### src/core/bfs_params.svh
// Contract
// - Current mode: times on phase or residual pickup.
// - Current mode: output after full delay elapses.
// - Current mode: timer clears when currents drop.
// - Current-and-trip: timer halted until trip present.
// - Current-and-trip: times while trip, output after delay.
// - Current-and-trip: clears on current drop or trip release.
// - Current-or-trip: starts on pickup or trip.
// - Current-or-trip: output if either persists full delay.
// - Current-or-trip: clears only when both released.
// - Input mode: digital input times the output.
// - Input mode: own trip used only for failure.
// - ON/OFF events for eight sources, selectable storing.
// - Every event carries a time stamp.
// - Resettable counters for four occurrence kinds.
// - Rolling log of latest twelve ON entries.
// - Log entry holds stamp, name, currents, remaining times.
// - Blocking at pickup flags blocked, drops start.
// - One timer on shared pickup serves both delays, 5 ms steps.
`ifndef BFS_PARAMS_SVH
`define BFS_PARAMS_SVH
`define BFS_CLK_PERIOD_NS 8
`define BFS_STEP_NS       5000000
`define BFS_STEP_CYC      ((`BFS_STEP_NS + `BFS_CLK_PERIOD_NS - 1) / `BFS_CLK_PERIOD_NS)
`define BFS_LOG_DEPTH     12
`define BFS_EV_START      0
`define BFS_EV_RETRIP     1
`define BFS_EV_FAIL       2
`define BFS_EV_BLOCK      3
`define BFS_EV_TRIPMON    4
`define BFS_EV_DIN        5
`define BFS_EV_PHASE      6
`define BFS_EV_RES        7
`define BFS_EV_NUM        8
`endif

### src/core/bfs_pkg.sv
package bfs_pkg;
  typedef enum logic [1:0] {
    BFS_CRIT_CUR     = 2'h0,
    BFS_CRIT_CUR_AND = 2'h1,
    BFS_CRIT_CUR_OR  = 2'h2,
    BFS_CRIT_DIN     = 2'h3
  } bfs_crit_t;
  typedef enum logic [4:0] {
    BFS_NORMAL  = 5'h01,
    BFS_START   = 5'h02,
    BFS_RETRIP  = 5'h04,
    BFS_FAIL_ON = 5'h08,
    BFS_BLOCKED = 5'h10
  } bfs_cond_t;
  typedef struct packed {
    logic [2:0]  code;
    logic        is_on;
    logic [47:0] stamp;
  } bfs_event_t;
  typedef struct packed {
    logic [47:0] stamp;
    logic [2:0]  code;
    logic [15:0] phase_max;
    logic [15:0] residual;
    logic [15:0] to_retrip;
    logic [15:0] to_fail;
    logic [2:0]  set_group;
  } bfs_log_t;
endpackage

### src/core/bfs_supervisor.sv
`timescale 1ns/1ps
`default_nettype none
`include "bfs_params.svh"
module bfs_supervisor #(
  parameter int STEP_CYC = `BFS_STEP_CYC,
  parameter int DW       = 16,
  parameter int CNT_W    = 16
) (
  // Clock and reset
  input  wire logic                 i_clk,
  input  wire logic                 i_rst,
  // Settings
  input  wire bfs_pkg::bfs_crit_t   i_crit,
  input  wire logic                 i_retrip_en,
  input  wire logic [DW-1:0]        i_redundant_trip_delay,
  input  wire logic [DW-1:0]        i_fail_delay,
  input  wire logic [15:0]          i_phase_current_threshold,
  input  wire logic [15:0]          i_residual_current_threshold,
  input  wire logic                 i_res_sel_two,
  input  wire logic                 i_store_on,
  input  wire logic                 i_store_off,
  input  wire logic [2:0]           i_set_group,
  // Process inputs
  input  wire logic [15:0]          i_phase_max,
  input  wire logic [15:0]          i_residual_input_one,
  input  wire logic [15:0]          i_residual_input_two,
  input  wire logic                 i_trip_mon,
  input  wire logic                 i_din,
  input  wire logic                 i_block,
  input  wire logic [47:0]          i_time,
  // Counter and log access
  input  wire logic                 i_cnt_clr,
  input  wire logic [3:0]           i_log_idx,
  // Protection outputs
  output logic                      o_start,
  output logic                      o_retrip,
  output logic                      o_breaker_failure_output,
  output logic                      o_blocked,
  output logic                      o_dev_trip,
  output bfs_pkg::bfs_cond_t        o_cond,
  // Events
  output logic                      o_evt_valid,
  output bfs_pkg::bfs_event_t       o_failure_event_group,
  // Counters and log
  output logic [CNT_W-1:0]          o_cnt_retrip,
  output logic [CNT_W-1:0]          o_cnt_fail,
  output logic [CNT_W-1:0]          o_cnt_start,
  output logic [CNT_W-1:0]          o_cnt_blocked,
  output logic [3:0]                o_log_count,
  output bfs_pkg::bfs_log_t         o_log_entry
);
  localparam int SW = (STEP_CYC > 1) ? $clog2(STEP_CYC) : 1;
  localparam int EN = `BFS_EV_NUM;
  localparam logic [3:0] LOG_LAST = 4'(`BFS_LOG_DEPTH - 1);

  function automatic logic [DW-1:0] sat_sub(input logic [DW-1:0] a, input logic [DW-1:0] b);
    sat_sub = (a > b) ? a - b : '0;
  endfunction

  function automatic logic [CNT_W-1:0] cnt_next(input logic [CNT_W-1:0] c, input logic inc,
                                                input logic clr);
    logic [CNT_W-1:0] base;
    base = clr ? '0 : c;
    // A simultaneous clear applies first, then the increment counts from zero
    cnt_next = (inc && base != '1) ? base + 1'b1 : base;
  endfunction

  function automatic logic [4:0] first_set(input logic [2*EN-1:0] v);
    first_set = '0;
    for (int k = 2*EN-1; k >= 0; k--) begin
      if (v[k]) begin
        first_set = {1'b1, 4'(k)};
      end
    end
  endfunction

  // Pickup and mode selection
  logic [15:0] res_c;
  logic        ph_pu_c;
  logic        res_pu_c;
  logic        cur_c;
  logic        run_c;
  logic        start_c;
  logic        blk_c;
  logic        retrip_c;
  logic        fail_c;

  assign res_c    = i_res_sel_two ? i_residual_input_two : i_residual_input_one;
  assign ph_pu_c  = i_phase_max > i_phase_current_threshold;
  assign res_pu_c = res_c > i_residual_current_threshold;
  assign cur_c    = ph_pu_c | res_pu_c;

  always_comb begin
    case (i_crit)
      bfs_pkg::BFS_CRIT_CUR:     run_c = cur_c;
      bfs_pkg::BFS_CRIT_CUR_AND: run_c = cur_c & i_trip_mon;
      bfs_pkg::BFS_CRIT_CUR_OR:  run_c = cur_c | i_trip_mon;
      bfs_pkg::BFS_CRIT_DIN:     run_c = i_din;
      default:                   run_c = 1'b0;
    endcase
  end

  // Block is sampled every cycle, so a late block also drops an active start
  assign blk_c   = run_c & i_block;
  assign start_c = run_c & ~i_block;

  // Common step timer
  logic [SW-1:0] step_cnt_ff;
  logic          step_ff;
  logic [DW-1:0] tmr_ff;

  always_ff @(posedge i_clk) begin
    if (i_rst || step_cnt_ff == SW'(STEP_CYC - 1)) begin
      step_cnt_ff <= '0;
    end else begin
      step_cnt_ff <= step_cnt_ff + 1'b1;
    end
  end

  always_ff @(posedge i_clk) begin
    if (i_rst) begin
      step_ff <= 1'b0;
    end else begin
      step_ff <= (step_cnt_ff == SW'(STEP_CYC - 1));
    end
  end

  // One count serves both delays; cleared the moment pickup releases
  always_ff @(posedge i_clk) begin
    if (i_rst || !start_c) begin
      tmr_ff <= '0;
    end else if (step_ff && tmr_ff != '1) begin
      tmr_ff <= tmr_ff + 1'b1;
    end
  end

  assign retrip_c = start_c & i_retrip_en & (tmr_ff >= i_redundant_trip_delay);
  assign fail_c   = start_c & (tmr_ff >= i_fail_delay);

  // Registered protection outputs
  always_ff @(posedge i_clk) begin
    if (i_rst) begin
      o_start                  <= 1'b0;
      o_retrip                 <= 1'b0;
      o_breaker_failure_output <= 1'b0;
      o_blocked                <= 1'b0;
      o_dev_trip               <= 1'b0;
    end else begin
      o_start                  <= start_c;
      o_retrip                 <= retrip_c;
      o_breaker_failure_output <= fail_c;
      o_blocked                <= blk_c;
      // Dedicated unit reuses its own trip contact for failure only
      o_dev_trip <= (i_crit == bfs_pkg::BFS_CRIT_DIN) ? fail_c : i_trip_mon;
    end
  end

  always_ff @(posedge i_clk) begin
    if (i_rst) begin
      o_cond <= bfs_pkg::BFS_NORMAL;
    end else if (blk_c) begin
      o_cond <= bfs_pkg::BFS_BLOCKED;
    end else if (fail_c) begin
      o_cond <= bfs_pkg::BFS_FAIL_ON;
    end else if (retrip_c) begin
      o_cond <= bfs_pkg::BFS_RETRIP;
    end else if (start_c) begin
      o_cond <= bfs_pkg::BFS_START;
    end else begin
      o_cond <= bfs_pkg::BFS_NORMAL;
    end
  end

  // Event detection; pending bits keep simultaneous edges from being lost
  logic [EN-1:0]   src_c;
  logic [EN-1:0]   src_prev_ff;
  logic [2*EN-1:0] pend_ff;
  logic [2*EN-1:0] edge_c;
  logic [2*EN-1:0] take_c;
  logic [4:0]      pick_c;

  always_comb begin
    src_c = '0;
    src_c[`BFS_EV_START]   = start_c;
    src_c[`BFS_EV_RETRIP]  = retrip_c;
    src_c[`BFS_EV_FAIL]    = fail_c;
    src_c[`BFS_EV_BLOCK]   = i_block;
    src_c[`BFS_EV_TRIPMON] = i_trip_mon;
    src_c[`BFS_EV_DIN]     = i_din;
    src_c[`BFS_EV_PHASE]   = ph_pu_c;
    src_c[`BFS_EV_RES]     = res_pu_c;
  end

  assign edge_c = {(src_prev_ff & ~src_c) & {EN{i_store_off}},
                   (src_c & ~src_prev_ff) & {EN{i_store_on}}};
  assign pick_c = first_set(pend_ff);

  always_comb begin
    take_c = '0;
    if (pick_c[4]) begin
      take_c[pick_c[3:0]] = 1'b1;
    end
  end

  always_ff @(posedge i_clk) begin
    if (i_rst) begin
      src_prev_ff <= '0;
      pend_ff     <= '0;
    end else begin
      src_prev_ff <= src_c;
      pend_ff     <= (pend_ff & ~take_c) | edge_c;
    end
  end

  always_ff @(posedge i_clk) begin
    if (i_rst) begin
      o_evt_valid           <= 1'b0;
      o_failure_event_group <= '0;
    end else begin
      o_evt_valid                 <= pick_c[4];
      o_failure_event_group.code  <= pick_c[2:0];
      o_failure_event_group.is_on <= ~pick_c[3];
      o_failure_event_group.stamp <= i_time;
    end
  end

  // Cumulative counters
  always_ff @(posedge i_clk) begin
    if (i_rst) begin
      o_cnt_retrip  <= '0;
      o_cnt_fail    <= '0;
      o_cnt_start   <= '0;
      o_cnt_blocked <= '0;
    end else begin
      o_cnt_retrip  <= cnt_next(o_cnt_retrip, retrip_c & ~o_retrip, i_cnt_clr);
      o_cnt_fail    <= cnt_next(o_cnt_fail, fail_c & ~o_breaker_failure_output, i_cnt_clr);
      o_cnt_start   <= cnt_next(o_cnt_start, start_c & ~o_start, i_cnt_clr);
      o_cnt_blocked <= cnt_next(o_cnt_blocked, blk_c & ~o_blocked, i_cnt_clr);
    end
  end

  // Rolling log of ON events
  bfs_pkg::bfs_log_t log_mem [`BFS_LOG_DEPTH];
  logic [3:0]        log_wr_ff;
  logic              log_we_c;

  assign log_we_c = pick_c[4] & ~pick_c[3];

  always_ff @(posedge i_clk) begin
    if (log_we_c) begin
      log_mem[log_wr_ff] <= '{stamp:     i_time,
                              code:      pick_c[2:0],
                              phase_max: i_phase_max,
                              residual:  res_c,
                              to_retrip: sat_sub(i_redundant_trip_delay, tmr_ff),
                              to_fail:   sat_sub(i_fail_delay, tmr_ff),
                              set_group: i_set_group};
    end
  end

  always_ff @(posedge i_clk) begin
    if (i_rst) begin
      log_wr_ff   <= '0;
      o_log_count <= '0;
    end else if (log_we_c) begin
      log_wr_ff   <= (log_wr_ff == LOG_LAST) ? '0 : log_wr_ff + 1'b1;
      o_log_count <= (o_log_count > LOG_LAST) ? o_log_count : o_log_count + 1'b1;
    end
  end

  // Unwritten slots read back as zero
  always_ff @(posedge i_clk) begin
    if (i_rst) begin
      o_log_entry <= '0;
    end else if (i_log_idx < o_log_count) begin
      o_log_entry <= log_mem[i_log_idx];
    end else begin
      o_log_entry <= '0;
    end
  end
endmodule
`default_nettype wire

### config.mk
export PLATFORM = sky130hd
export DESIGN_NAME = bfs_supervisor
export DESIGN_NICKNAME = d
export VERILOG_FILES = /design/src/core/bfs_pkg.sv /design/src/core/bfs_supervisor.sv
export VERILOG_INCLUDE_DIRS = /design/src /design/src/core
export SDC_FILE = /design/constraint.sdc
export NUM_CORES = 2
export LEC_CHECK = 0
export BUFFER_PORTS_ARGS = -buffer_cell sky130_fd_sc_hd__buf_2
export CORE_MARGIN = 8
export CORE_UTILIZATION = 60
export CTS_CLUSTER_SIZE = 28
export DETAILED_ROUTE_END_ITERATION = 8
export GPL_ROUTABILITY_DRIVEN = 1
export GPL_TIMING_DRIVEN = 0
export PLACE_DENSITY = 0.86
export SLEW_MARGIN = 20
export SYNTH_ARGS = -nofsm -noshare
export SYNTH_HDL_FRONTEND = slang
export SYNTH_SLANG_ARGS = --single-unit
### constraint.sdc
create_clock -name i_clk -period 23.6 [get_ports i_clk]
set_clock_uncertainty 0.1 [all_clocks]
set_input_delay 4.72 -clock i_clk [delete_from_list [all_inputs] [get_ports i_clk]]
set_output_delay 4.72 -clock i_clk [all_outputs]
set_load 0.005 [all_outputs]
==> impl_results.md <==
* Outcome: finished clean
* CTS Hold Bufs at 0
* Die Span X at 350 um
* YS warnings at 0
* Max-slew violation count at 0
* CTS root buf: clkbuf_16
* Cells after DPL at 5756
* Final core occ at 70.1%
* Core Region at 111000 sq um
* Post_cts resized at 0
* WL/cell at 28.8 um
* Sequential element share of the synthesized area at 72.9%
* Setup Crit Path Kind: in2reg
* Gpl congestion at 0.892
* Largest net degree at the start of global routing at 43
* Final hold slack at 0.373 ns
* Final worst slack at 14.19 ns
* Pwr dens at 87.9 nW/um^2
* Post-DP HPWL at 107000 um
* Area leader, netlist: edfxtp_1
* Clock Latency Late Sink at 0.78 ns
* TritonCTS clock tree: built
* Fin area at 77400 sq um
* Leakage at 26.9 nW
* Post-synthesis cell type count at 73
* Initial DRC Count at 4772
* Synth Area per Inst at 17.7 sq um
* Mapped Cells at 3785
* Yosys reg bits at 1726
* Via count of the routed design at 39100
* GRT Util Overall at 28.3%
* Worst vdd ir at 0.0000705 V
* Longest Clk Path Bufs at 3
* Port bufs at 423
* Period utilisation layout at 39.9%
* Mapped cell area at 66800 sq um
* TritonRoute pass-1 iters at 6
* Final WL at 175000 um
* Total CTS buffers at 165
* Number of enable flip-flop cells after synthesis at 1416
* Synthesis-to-layout area growth at 15.9%
* CTS Sinks at 1726
* Post-synth top area share at 63.6%
* Final Power at 6.81 mW
* Post-Layout Cell Count at 6065
* Drt drc at 0
* Max cap viols at 0
* Postcts setup bufs at 0
* Crit-path max FO at 13
* Syn_nets at 4044
* CTS H-tree depth at 4
* Critical Path Sink Type: flop
* Fillers at 6591
* Overflow after GRT at 0
* Vias in the first global route at 40600
* First-pass GRT wire length at 257000 um
* Ranking of synthesized cells by area: edfxtp_1 64%, mux4_2 12%, dfxtp_1 9.3%
* Antenna violations before repair at 12
* Post-DP Area at 72000 sq um
* Minimum clock period at 9.41 ns
* Die area at 122000 sq um
* DP Worst Slack at 13.56 ns
* Worst-Margin Slew at 1.17 ns
* Hold WC Path Type: reg2reg
* RSZ-0062 raised after global routing: no
* Ports at 428
* Die H at 350 um
* CP arrival at 9.96 ns
* Fin nets at 4695
* Worst slew margin at 22.3%
* Setup violators final at 0
* Starting Density at 60.5%
* CP Launch Type: primary input
* Final Hold Viols at 0
* Ratio of cells with drive above 1 in the final layout at 25.3%
* Post-DR vias/cell at 6.45
* Clock-pin slew on the worst setup and hold paths at 0.06 ns
* Antenna violation net count after detailed routing at 0
* Asr flop ratio synth at 0%
* Req. time, crit path at 24.15 ns
* Top FF cell, synth: edfxtp_1
* Setup TNS at 0 ns
* R2R Setup Slk at 19.65 ns
* Fmax at 0.106 GHz
* Num rows at 122
==> layout make-up <==
class / count / area, sq um / area share (%)
plain buffers: 179 / 702 / 0.907
multi-input cells: 1800 / 17200 / 22.2
well taps: 1488 / 1860 / 2.40
inverters: 80 / 300 / 0.388
clock inverters: 65 / 717 / 0.926
clock buffers: 239 / 4670 / 6.03
flip-flops and latches: 1726 / 48700 / 62.9
repair buffers: 484 / 3230 / 4.17
diodes: 4 / 10.0 / 0.0129
==> cell families (layout without fill, tap and decap cells) <==
kind of cell | Yosys count | count (layout) | synth area share (%)
other cells | 0 | 4 | 0
mux | 504 | 504 | 14.2
flops | 1726 | 1726 | 72.9
compound gates | 308 | 308 | 2.78
fa+ha+maj | 80 | 80 | 1.52
xor+xnor | 89 | 89 | 1.17
simple gates | 819 | 819 | 5.92
buf+inv | 259 | 1047 | 1.48
==> flip-flops by register name, indices dropped and copies added, names as in the netlist, 4 cells and up <==
register / cells
log_mem: 1416
log_wr_ff: 4
o_cnt_blocked: 16
o_cnt_fail: 16
o_cnt_retrip: 16
o_cnt_start: 16
o_cond: 4
o_failure_event_group: 52
o_log_count: 4
o_log_entry: 118
pend_ff: 16
src_prev_ff: 8
step_cnt_ff: 20
tmr_ff: 16
==> cell usage in the layout, fill, tap and decap left out, types with 9 or more instances in the layout <==
cell type  count
or3_1         17
mux2_2        15
a21oi_1      181
ha_1          78
nor2_1       395
clkbuf_16    169
or4_1         11
buf_16        17
inv_1         79
buf_2        433
buf_4         14
a21o_1         9
clkbuf_1     155
clkinv_1      12
clkinv_2      20
xor2_1        27
and3_1        20
nand2b_1      12
buf_12        22
xnor2_1       62
nor2b_1       85
clkbuf_8      17
o211ai_1       9
o21a_1         9
nand3_1       51
nand2_1       74
edfxtp_1    1416
and4_1         9
buf_1         51
nor4_1        26
dfxtp_1      310
o21ai_0       29
mux4_2       354
nand4_1       34
nor3_1        27
mux2i_1      134
clkbuf_2      15
==> worst paths after layout <==
path	start	depth (start not counted)	to
worst min register to register	step_cnt_ff[0]	1	step_cnt_ff[0]
worst max register to register	tmr_ff[0]	13	o_cnt_fail[13]
worst min-delay path	step_cnt_ff[0]	1	step_cnt_ff[0]
worst max-delay path	i_res_sel_two	14	o_cnt_start[11]
==> power by group <==
group          switching (mW)  internal (mW)  total, mW
registers              0.0532           3.50       3.56
logic                   0.401          0.219      0.620
clock network            1.15           1.48       2.63
total                    1.61           5.20       6.81
==> synth_stat cells (all sizes together), types with 4 or more instances <==
| cell | number |
|---|---|
| or4 | 11 |
| nor3 | 31 |
| a31o | 4 |
| o31ai | 4 |
| and2 | 11 |
| and4 | 9 |
| nand4 | 34 |
| nand2 | 75 |
| nor2 | 397 |
| nand3b | 4 |
| dfxtp | 310 |
| inv | 80 |
| o2111ai | 4 |
| nand2b | 12 |
| mux2 | 16 |
| or3 | 17 |
| a211oi | 4 |
| a211o | 6 |
| ha | 78 |
| xor2 | 27 |
| clkbuf | 115 |
| nor3b | 5 |
| a21o | 11 |
| nor4 | 31 |
| and3 | 23 |
| a21oi | 181 |
| o211ai | 9 |
| o21a | 9 |
| a41o | 4 |
| xnor2 | 62 |
| mux2i | 134 |
| edfxtp | 1416 |
| a31oi | 8 |
| nand4b | 6 |
| nor2b | 85 |
| nand3 | 51 |
| buf | 64 |
| or2 | 8 |
| mux4 | 354 |
| nor4b | 4 |
| o21ai | 36 |
==> per-layer routing <==
layer  wire length, um  track usage [%]  vias to the layer above
li1                  -                -                    16100
met1             61400             35.3                    19800
met2             87000             47.8                     2666
met3             18700             6.40                      493
met4              7470             12.0                       12
met5                72                0                        -
==> worst max-delay path, cell delays in order <==
cell and delay (ns):
clkbuf_1 0.38, buf_1 0.58, mux2_2 0.52, ha_1 0.34
a21oi_1 0.16, o21ai_0 0.14, a221oi_1 0.58, a311oi_1 0.20
a311oi_2 0.69, clkbuf_1 0.54, clkbuf_1 0.55, nor4_1 0.19
xnor2_1 0.27, nor2_1 0.07
Note: power is estimated with default switching activity, not from simulation.
